**src/verilog/supervisor_pkg.sv**
```systemverilog
// Constants, types and timing counts for the supervisory sequencer.
// Assumes a 10 MHz core clock and comparator flags already synchronous.
package supervisor_pkg;
  localparam int rail_count = 6;
  localparam int clock_khz = 10000;
  localparam int switch_khz = 3000;
  localparam int blank_us = 50;
  localparam int step_us = 128;
  localparam int blank_cycles = blank_us * clock_khz / 1000;
  localparam int step_cycles = step_us * clock_khz / 1000;
  localparam int pg_ticks = 16;
  localparam logic [5:0] rail_enable_reset = 6'h00;
  localparam logic [5:0] discharge_reset = 6'h3f;
  localparam logic [2:0] start_delay_reset = 3'h0;
  localparam logic [1:0] restart_defaults = 2'h0;
  typedef struct packed {
    logic undervoltage;
    logic thermal_warning;
    logic thermal_shutdown;
    logic thermal_thermal_restart_select;
  } flags_t;
  typedef struct packed {
    logic [5:0] rail_enable;
    logic [5:0] discharge_control_register;
    logic [2:0] sequence_start_delay;
    logic [1:0] thermal_restart_select;
  } config_t;
endpackage

```
**src/verilog/tick_divider.sv**
```systemverilog
// Fractional divider producing one-cycle enable pulses at an average rate.
// Assumes the reset input clears it together with the rest of the block.
module tick_divider #(
  parameter int num = 3,
  parameter int den = 10
) (
  input wire logic clock,
  input wire logic reset,
  output logic tick
);
  logic [7:0] acc_reg;
  logic [8:0] sum;
  assign sum = {1'b0, acc_reg} + 9'(num);
  assign tick = sum >= 9'(den);
  always_ff @(posedge clock)
  begin
    if (reset)
      acc_reg <= 8'h00;
    else
      acc_reg <= tick ? 8'(sum - 9'(den)) : sum[7:0];
  end
endmodule

```
**src/verilog/pmic_supervisor_sequencer.sv**
```systemverilog
// Supervisory state machine: lockout, thermal, discharge, sequencing, power-good.
// Assumes comparator flags and pins are synchronous to the 10 MHz clock.
module pmic_supervisor_sequencer (
  input wire logic clock,
  input wire logic reset,
  input wire logic hw_enable_pin,
  input wire supervisor_pkg::flags_t flags,
  input wire supervisor_pkg::config_t host_config,
  input wire logic config_write,
  input wire logic status_read,
  output logic [5:0] rail_on,
  output logic [5:0] discharge_on,
  output logic rails_high_z,
  output logic switch_tick,
  output logic bus_nack,
  output logic power_good_sense,
  output logic power_good_event,
  output logic thermal_warning_event,
  output logic thermal_shutdown_active,
  output supervisor_pkg::config_t active_config
);
  typedef enum logic [2:0] {st_off, st_delay, st_up, st_on, st_down, st_thermal} state_t;
  state_t state_reg;
  state_t state_next;
  logic [13:0] count_reg;
  logic [2:0] index_reg;
  logic [5:0] seq_mask_reg;
  logic [4:0] pg_count_reg;
  logic [9:0] blank_reg;
  logic hw_enable_last_reg;
  logic warn_last_reg;
  logic down_discharge_reg;
  supervisor_pkg::config_t cfg_reg;
  logic in_lockout;
  logic en_rise;
  logic en_fall;
  logic core_active;
  logic thermal_trip;
  logic count_done;
  // Wide enough for the longest start delay, seven full steps
  logic [13:0] delay_cycles;

  // Lockout acts as a reset on everything below
  assign in_lockout = reset || flags.undervoltage;
  // A pull-down outside makes a floating pin read low; no latch of a high level
  assign en_rise = hw_enable_pin && !hw_enable_last_reg;
  assign en_fall = !hw_enable_pin && hw_enable_last_reg;
  assign core_active = |rail_on;
  assign thermal_trip = core_active && flags.thermal_shutdown;
  assign delay_cycles = 14'(supervisor_pkg::step_cycles) * 14'(cfg_reg.sequence_start_delay);
  assign count_done = count_reg == 14'h0000;

  tick_divider #(
    .num(supervisor_pkg::switch_khz / 100),
    .den(supervisor_pkg::clock_khz / 100)
  ) u_switch_clock (
    .clock(clock),
    .reset(in_lockout),
    .tick(switch_tick)
  );

  always_comb
  begin
    state_next = state_reg;
    unique case (state_reg)
      st_off:
        if (en_rise)
          state_next = st_delay;
      st_delay:
        if (!hw_enable_pin)
          state_next = st_off;
        else if (count_done)
          state_next = st_up;
      st_up:
        if (!hw_enable_pin)
          state_next = st_down;
        else if (count_done && index_reg == 3'(supervisor_pkg::rail_count - 1))
          state_next = st_on;
      st_on:
        if (en_fall)
          state_next = st_down;
      st_down:
        if (count_done && index_reg == 3'h0)
          state_next = st_off;
      st_thermal:
        if (flags.thermal_thermal_restart_select)
          state_next = st_off;
    endcase
    if (thermal_trip)
      state_next = st_thermal;
  end

  always_ff @(posedge clock)
  begin
    if (in_lockout)
    begin
      state_reg <= st_off;
      count_reg <= 14'h0000;
      index_reg <= 3'h0;
      seq_mask_reg <= 6'h00;
      hw_enable_last_reg <= 1'b0;
      warn_last_reg <= 1'b0;
      down_discharge_reg <= 1'b1;
      cfg_reg <= {supervisor_pkg::rail_enable_reset, supervisor_pkg::discharge_reset,
        supervisor_pkg::start_delay_reset, supervisor_pkg::restart_defaults};
    end
    else
    begin
      state_reg <= state_next;
      hw_enable_last_reg <= hw_enable_pin;
      warn_last_reg <= flags.thermal_warning;
      if (config_write && !bus_nack)
        cfg_reg <= host_config;
      else if (state_reg == st_thermal && state_next == st_off
        && cfg_reg.thermal_restart_select == supervisor_pkg::restart_defaults)
        cfg_reg <= {supervisor_pkg::rail_enable_reset, supervisor_pkg::discharge_reset,
          supervisor_pkg::start_delay_reset, supervisor_pkg::restart_defaults};
      if (state_next == st_on)
        down_discharge_reg <= 1'b0;
      else if (state_next != state_reg)
        down_discharge_reg <= 1'b1;
      if (state_next == st_delay && state_reg == st_off)
        count_reg <= delay_cycles;
      else if ((state_next == st_up && state_reg == st_delay) || (!count_done))
        count_reg <= count_done ? 14'(supervisor_pkg::step_cycles) : count_reg - 14'h0001;
      else if (state_reg == st_up || state_reg == st_down)
        count_reg <= 14'(supervisor_pkg::step_cycles);
      if (state_next == st_thermal)
        seq_mask_reg <= 6'h00;
      else if (state_reg == st_up && count_done)
      begin
        seq_mask_reg[index_reg] <= 1'b1;
        if (state_next == st_up)
          index_reg <= index_reg + 3'h1;
      end
      else if (state_reg == st_down && count_done)
      begin
        seq_mask_reg[index_reg] <= 1'b0;
        if (index_reg != 3'h0)
          index_reg <= index_reg - 3'h1;
      end
      else if (state_reg == st_off)
        index_reg <= 3'h0;
    end
  end

  // Power-good counter, blanking timer and events
  always_ff @(posedge clock)
  begin
    if (in_lockout)
    begin
      pg_count_reg <= 5'h00;
      power_good_sense <= 1'b0;
      power_good_event <= 1'b0;
      thermal_warning_event <= 1'b0;
      blank_reg <= 10'(supervisor_pkg::blank_cycles);
    end
    else
    begin
      if (blank_reg != 10'h000)
        blank_reg <= blank_reg - 10'h001;
      if (state_reg != st_on)
      begin
        pg_count_reg <= 5'h00;
        power_good_sense <= 1'b0;
      end
      else if (pg_count_reg != 5'(supervisor_pkg::pg_ticks))
        pg_count_reg <= pg_count_reg + 5'h01;
      else
        power_good_sense <= 1'b1;
      // Set wins over a clear arriving in the same cycle
      if (state_reg == st_on && pg_count_reg == 5'(supervisor_pkg::pg_ticks) && !power_good_sense)
        power_good_event <= 1'b1;
      else if (status_read || !hw_enable_pin)
        power_good_event <= 1'b0;
      if (flags.thermal_warning && !warn_last_reg)
        thermal_warning_event <= 1'b1;
      else if (status_read)
        thermal_warning_event <= 1'b0;
    end
  end

  assign bus_nack = in_lockout || blank_reg != 10'h000;
  assign thermal_shutdown_active = state_reg == st_thermal;
  assign rail_on = (in_lockout || state_reg == st_thermal) ? 6'h00
    : (state_reg == st_on ? cfg_reg.rail_enable : seq_mask_reg & cfg_reg.rail_enable);
  assign rails_high_z = in_lockout;
  assign discharge_on = in_lockout ? 6'h00
    : (down_discharge_reg ? 6'h3f : cfg_reg.discharge_control_register) & ~rail_on;
  assign active_config = cfg_reg;

  a_thermal_forces_off: assert property (@(posedge clock) disable iff (reset)
    state_reg == st_thermal |-> rail_on == 6'h00) else $error("rail on in shutdown");
  a_lockout_rails_off: assert property (@(posedge clock)
    flags.undervoltage |-> rail_on == 6'h00 && rails_high_z) else $error("rail on in lockout");
  a_rise_starts_seq: assert property (@(posedge clock) disable iff (in_lockout)
    state_reg == st_off && en_rise && !thermal_trip |=> state_reg == st_delay)
    else $error("enable rise ignored");
  a_nack_blanking: assert property (@(posedge clock) disable iff (in_lockout)
    $fell(reset) |-> bus_nack [*8]) else $error("bus open during blanking");
  a_thermal_restart_select_exit: assert property (@(posedge clock) disable iff (in_lockout)
    state_reg == st_thermal && !flags.thermal_thermal_restart_select && !thermal_trip |=> state_reg == st_thermal)
    else $error("left shutdown without thermal_restart_select");
  a_pg_low_early: assert property (@(posedge clock) disable iff (in_lockout)
    $rose(state_reg == st_on) |-> !power_good_sense [*8]) else $error("power good early");
  a_warn_event: assert property (@(posedge clock) disable iff (in_lockout)
    $rose(flags.thermal_warning) |=> thermal_warning_event) else $error("warning lost");
  a_discharge_off: assert property (@(posedge clock) disable iff (in_lockout)
    state_reg == st_off |-> discharge_on == 6'h3f) else $error("no discharge when off");
  // A shutdown flag with every rail off must never trip protection
  a_arm_only_active: assert property (@(posedge clock) disable iff (in_lockout)
    state_reg != st_thermal && !core_active |=> state_reg != st_thermal)
    else $error("thermal armed while idle");
endmodule

```
**config.mk**
```make
export PLATFORM = sky130hd
export DESIGN_NAME = pmic_supervisor_sequencer
export DESIGN_NICKNAME = d
export VERILOG_FILES = /design/src/verilog/supervisor_pkg.sv /design/src/verilog/tick_divider.sv /design/src/verilog/pmic_supervisor_sequencer.sv
export SDC_FILE = /design/constraint.sdc
export NUM_CORES = 1
export LEC_CHECK = 0
export BUFFER_PORTS_ARGS = -buffer_cell sky130_fd_sc_hd__buf_2
export CORE_AREA = 3 3 74 110
export CTS_BUF_LIST = sky130_fd_sc_hd__clkbuf_8
export DETAILED_ROUTE_END_ITERATION = 8
export DIE_AREA = 0 0 77 113
export PLACE_DENSITY = 0.88
export SYNTH_ARGS = -nofsm -noshare
export SYNTH_HDL_FRONTEND = slang
export SYNTH_SLANG_ARGS = --single-unit
```
**constraint.sdc**
```tcl
create_clock -name clock -period 2.3 [get_ports clock]
set_clock_uncertainty 0.05 [all_clocks]
set_input_delay 0.46 -clock clock [delete_from_list [all_inputs] [get_ports clock]]
set_output_delay 0.46 -clock clock [all_outputs]
set_load 0.01 [all_outputs]
```
-- Word level (Yosys, flattened, before mapping)
Cells that the tools add are included.
- add/sub/neg operators: 7
- $mul: 1
- divide/modulo/power cells: 0
- magnitude comparators: 3
- equality and inequality tests: 16
- shifts and indexed selects: 0
- muxes and demuxes: 36
- bitwise logic cells: 7
- reductions and logical operators: 48
- operator list (kind ; count):
    14-bit two-way mux ; 4
    3-bit two-way mux ; 14
    6-bit two-way mux ; 6
    17-bit two-way mux ; 2
    6-bit bitwise AND ; 3
    3-bit one-hot mux with 6 select lines ; 1
    1-bit logical AND ; 16
    14-bit zero test ; 1
    14-bit by 1-bit subtractor with 14-bit output (second input constant) ; 1
    3-bit by 2-bit equality test with 1-bit output (second input constant) ; 4
    3-bit equality test (second input constant) ; 4
    6-bit NOT ; 2
    2-bit nonzero test ; 6
    10-bit nonzero test ; 1
    10-bit by 1-bit subtractor with 10-bit output (second input constant) ; 1
    8-bit by 5-bit adder with 9-bit output (second input constant) ; 1
    9-bit by 7-bit >= comparator with 1-bit output (second input constant) ; 1
    3-bit zero test ; 3
    3-bit nonzero test ; 3
    8-bit two-way mux ; 1
    8-bit by 7-bit subtractor with 8-bit output (second input constant) ; 1
    1-bit two-way mux ; 7
    3-bit by 1-bit equality test with 1-bit output (second input constant) ; 2
    1-bit zero test ; 6
    19 further kinds ; 27
- register bits after elaboration: 72
- latch bits: 0
- memory bits (writable): 0
- bits in read-only memories: 0
- output and inout port bits: 36
- memories kept: 0

-- Longest topological paths before layout
- depth in word-level cells: 11
- gate-level depth with buffers: 10
- depth with buffers taken out: 9

-- By module
A second synthesis with hierarchy kept.
- cells, all modules: 469
- area, all modules: 3885.0 um^2
- by module, submodules not included (module ; instances ; cells each ; area each (um^2) ; seq. area each (um^2)):
    pmic_supervisor_sequencer ; 1 ; 398 ; 3266.9 ; 1281.2
    tick_divider ; 1 ; 71 ; 618.1 ; 140.1

-- Worst setup path before layout
Ideal clock, no wire load.
- path kind: register -> register
- start: reg count_reg[0]
- end: reg count_reg[13]
- library setup time: 134 ps
- data arrival time: 2007 ps
- setup slack: 109 ps
- cell stages (with the launch flop): 11
- path buffers: 1
- clock period less this slack: 2191 ps
- cell sequence: dfxtp_1 inv_1 ha_1 nor3b_1 and4_1 a21oi_1 or2_1 or3_1 buf_6 nor2_1 a211oi_2
- longest elaborated chain between the ends: 11
- ends and longest elaborated chain (element ; RTL line ; source):
    from (decl) ; pmic_supervisor_sequencer.sv:25 ; logic [13:0] count_reg;
    from (signal assigned) ; pmic_supervisor_sequencer.sv:123 ; count_reg <= delay_cycles;
    from (signal assigned) ; pmic_supervisor_sequencer.sv:125 ; count_reg <= count_done ? 14'(supervisor_pkg::step_cycles) : count_reg - 14'h0001;
    from (signal assigned) ; pmic_supervisor_sequencer.sv:127 ; count_reg <= 14'(supervisor_pkg::step_cycles);
    14-bit zero test ; pmic_supervisor_sequencer.sv:51 ; assign count_done = count_reg == 14'h0000;
    1-bit logical AND ; pmic_supervisor_sequencer.sv:77 ; else if (count_done && index_reg == 3'(supervisor_pkg::rail_count - 1))
    3-bit two-way mux ; pmic_supervisor_sequencer.sv:77 ;
    3-bit two-way mux ; pmic_supervisor_sequencer.sv:75 ; if (!hw_enable_pin)
    3-bit one-hot mux with 6 select lines ; pmic_supervisor_sequencer.sv:65 ; unique case (state_reg)
    3-bit two-way mux ; pmic_supervisor_sequencer.sv:89 ; if (thermal_trip)
    3-bit by 2-bit equality test with 1-bit output ; pmic_supervisor_sequencer.sv:124 ; else if ((state_next == st_up && state_reg == st_delay) || (!count_done))
    1-bit logical AND ; pmic_supervisor_sequencer.sv:124 ;
    1-bit logical OR ; pmic_supervisor_sequencer.sv:124 ;
    14-bit two-way mux ; pmic_supervisor_sequencer.sv:124 ;
    14-bit two-way mux ; pmic_supervisor_sequencer.sv:122 ; if (state_next == st_delay && state_reg == st_off)
Several ways; a longest one is shown, not always the timed one.
A chain may end at the register's enable or synchronous reset.

-- Worst setup path in the final report
- start: reg blank_reg[6]
- end: out bus_nack
- longest elaborated chain between the ends: 2
- ends and longest elaborated chain (element ; RTL line ; source):
    from (decl) ; pmic_supervisor_sequencer.sv:29 ; logic [9:0] blank_reg;
    from (signal assigned) ; pmic_supervisor_sequencer.sv:156 ; blank_reg <= 10'(supervisor_pkg::blank_cycles);
    from (signal assigned) ; pmic_supervisor_sequencer.sv:161 ; blank_reg <= blank_reg - 10'h001;
    10-bit nonzero test ; pmic_supervisor_sequencer.sv:183 ; assign bus_nack = in_lockout || blank_reg != 10'h000;
    1-bit logical OR ; pmic_supervisor_sequencer.sv:183 ;
    to (decl) ; pmic_supervisor_sequencer.sv:15 ; output logic bus_nack,
Every way passes these cells.

==> flow_summary.toml <==
[cts]
cts_tree = "built"
clk_pin_slew_ns = 0.07
cts.htree.levels = 3
cts_sinks = 71
clk_path_buf_depth = 2
cts_buffers = 9
holdBufCountCts = 0
insertion_delay_ns = 0.36
cts_root_buf = "clkbuf_8"

[floorplanning]
std_cell_rows = 38
core_region_area_mm2 = 0.007274
initial_core_util_pct = 52.10
die_area_mm2 = 0.008701
die_x_um = 77
die_h_um = 113
io_pins = 62

[sta]
fin_tns_setup_ns = -0.1457
worstMarginPinSlew_ns = 0.6531
slew_viol_final = 0
rsz0062_at_grt = "yes"
fin_crit_sh_pct = 103.8
finalCriticalPeriod_ns = 2.388
holdWs_ns = 0.2686
final_hold_viol_count = 0
finalSetupViolations = 4
slew_headroom_pct = 56.13
max_freq_ghz = 0.4188
fin_ws_ns = -0.08805

[power]
p_total_mw = 4.402
switching_share_pct = 38.43
pwr-share-comb_pct = 47.2
clock_power_share_pct = 19.4
p_leak_nw = 2.076
peakVddDrop_v = 0.0006574
internal_power_mw = 2.711
p_per_area_mw_per_mm2 = 920.1
seqPwrFrac_pct = 33.4
p_switching_mw = 1.692

[setup_path]
cp-end-kind = "output port"
critPathLaunchType = "register"
critPathRequiredTime_ns = 1.79
cp.arrival_ns = 1.88
reg2reg_slack_ns = 0
critPathKind = "register to output port"
critPathMaxFanout = 2

[yosys]
synth-async-reset-ratio_pct = 0
yosysUniqueCellTypes = 64
avgSynthCellArea_um2 = 8.293
ys_seq_area_share_pct = 37.50
synthCells = 457
syn-num-nets = 497
synthTopCellsByCount = "nor2_1 (72), dfxtp_1 (71), nand2_1 (44)"
yosysMostFrequentCell = "nor2_1"
synth_edf_count = 0
synth-main-ff-cell = "dfxtp_1"
synth_seq_cells = 71
synthTopCellsByArea = "dfxtp_1 (38%), nor2_1 (7.1%), ha_1 (4.6%), nand2_1 (4.4%), xnor2_1 (3.2%)"
syn-cell-area_mm2 = 0.003790
yosysTopAreaCell = "dfxtp_1"
synth_top_area_share_pct = 37.50
ys_warn_count = 0

[detailed_routing]
drt_iter0_markers = 270
routed_wl_um = 10720
top_layer = "met4"
wl_met2_um = 5738
wl_met3_um = 597
drt_pass1_iterations = 5
vias = 3812
drt-met1-wl_um = 4035
vias_per_cell = 5.776
ant_nets = 0
drcViolationCount = 0
routedWlPerCell_um = 16.23

[global_route]
grt_overflow = 0
grt_max_degree = 29
grt_use_total_pct = 24.06
grt_pass1_wl_um = 16970
grt_pass1_vias = 3723
antenna_found_initial = 0

[finish]
largest_reg_flops = 17
diodes = 0
final_nets = 596
drive_above_1_share_pct = 29.29
syn2layout_area_growth_pct = 26.25

[status]
outcome = "complete, but fails checks"
violations = "negative setup slack"

[placement]
hpwl_um = 7313
gp_congestion = 0.9857
port_buffers = 61

[worst_hold_path]
hp-class = "input pin to register"

[job]
max_cap_violations = 0
[layout make-up]
cell class / instances / area, um2
fill: 533 / 2490
clock inverter: 5 / 20.02
sequential: 71 / 1431
clock buffer: 10 / 137.6
timing repair buffer: 104 / 653.1
multi-input combinational: 347 / 2331
tap: 100 / 125.1
inverter: 23 / 86.33
[worst max-delay path, stage by stage, from the launching register on]
cell and delay (ns):
dfxtp_2 0.33, or4_4 0.56, nor3_4 0.17, nor3b_4 0.26, nand2_1 0.07, buf_2 0.14
[final timing paths]
check,startpoint,end,cells past startpoint
setup reg to reg,blank_reg[6],active_config[2],9
hold reg to reg,u_switch_clock.acc_reg[1],u_switch_clock.acc_reg[1],1
hold / removal,host_config[10],active_config[10],3
setup / recovery,blank_reg[6],bus_nack,5
[power groups by stage]
stage               logic [mW]  clock network [mW]  registers (mW)
floorplan                 1.22                   0            1.45
global placement          1.77                   0            1.45
detailed placement        1.84                   0            1.46
CTS                       1.94               0.861            1.44
global route              2.26               0.907            1.48
finish                    2.08               0.854            1.47
[timing repair]
item	CTS	global route
pin swaps	4	6
buffers inserted	6	4
setup endpoints to repair	22	41
gates resized for setup	17	16
[per-stage QoR]
stage,cells,utilization (%),setup slack [ns],cell area [um2]
after floorplan,457,-,0.1092,3790
after global placement,635,60.41,0.04246,4394
after detailed placement,635,60.41,-0.01876,4394
after CTS,656,64.14,-0.04556,4666
after global routing,660,65.77,-0.1410,4785
final,660,65.77,-0.08805,4785
[cells in the final DEF, fill, tap and decap left out, types with 5 or more instances in the layout]
cell type | Yosys | layout
xnor2_1 | 14 | 12
dfxtp_1 | 71 | 65
nand2_1 | 44 | 43
o21ai_0 | 13 | 13
nand3b_1 | 5 | 5
mux2i_1 | 9 | 8
xor2_1 | 9 | 9
a22oi_1 | 7 | 5
nor4_1 | 10 | 6
ha_1 | 14 | 13
nor3_1 | 13 | 12
or3_1 | 6 | 5
a21oi_1 | 24 | 24
nand2b_1 | 10 | 10
nor4_2 | 3 | 6
nor2_1 | 72 | 71
nand4_1 | 6 | 6
dfxtp_2 | 0 | 5
buf_4 | 1 | 41
clkbuf_8 | 0 | 10
nand3_1 | 14 | 14
inv_1 | 22 | 25
buf_2 | 2 | 61
o2bb2ai_1 | 6 | 6
[metal layers]
layer	vias to the layer above	global-route usage (%)
met5	-	0
met4	0	13.54
met3	32	5.812
met2	149	42.61
met1	1828	26.08
li1	1803	-
[cells by family (layout without fill, tap and decap cells)]
kind of cell    Yosys count  count (layout)  share of synthesized area [%]
buf+inv                  39             142                          4.622
fa+ha+maj                15              15                          4.886
compound gates           83              83                          15.78
simple gates            215             215                          28.92
xor+xnor                 23              23                          5.315
flops                    71              71                          37.50
mux                      11              11                          2.971
Note: power is estimated with default switching activity, not from simulation.
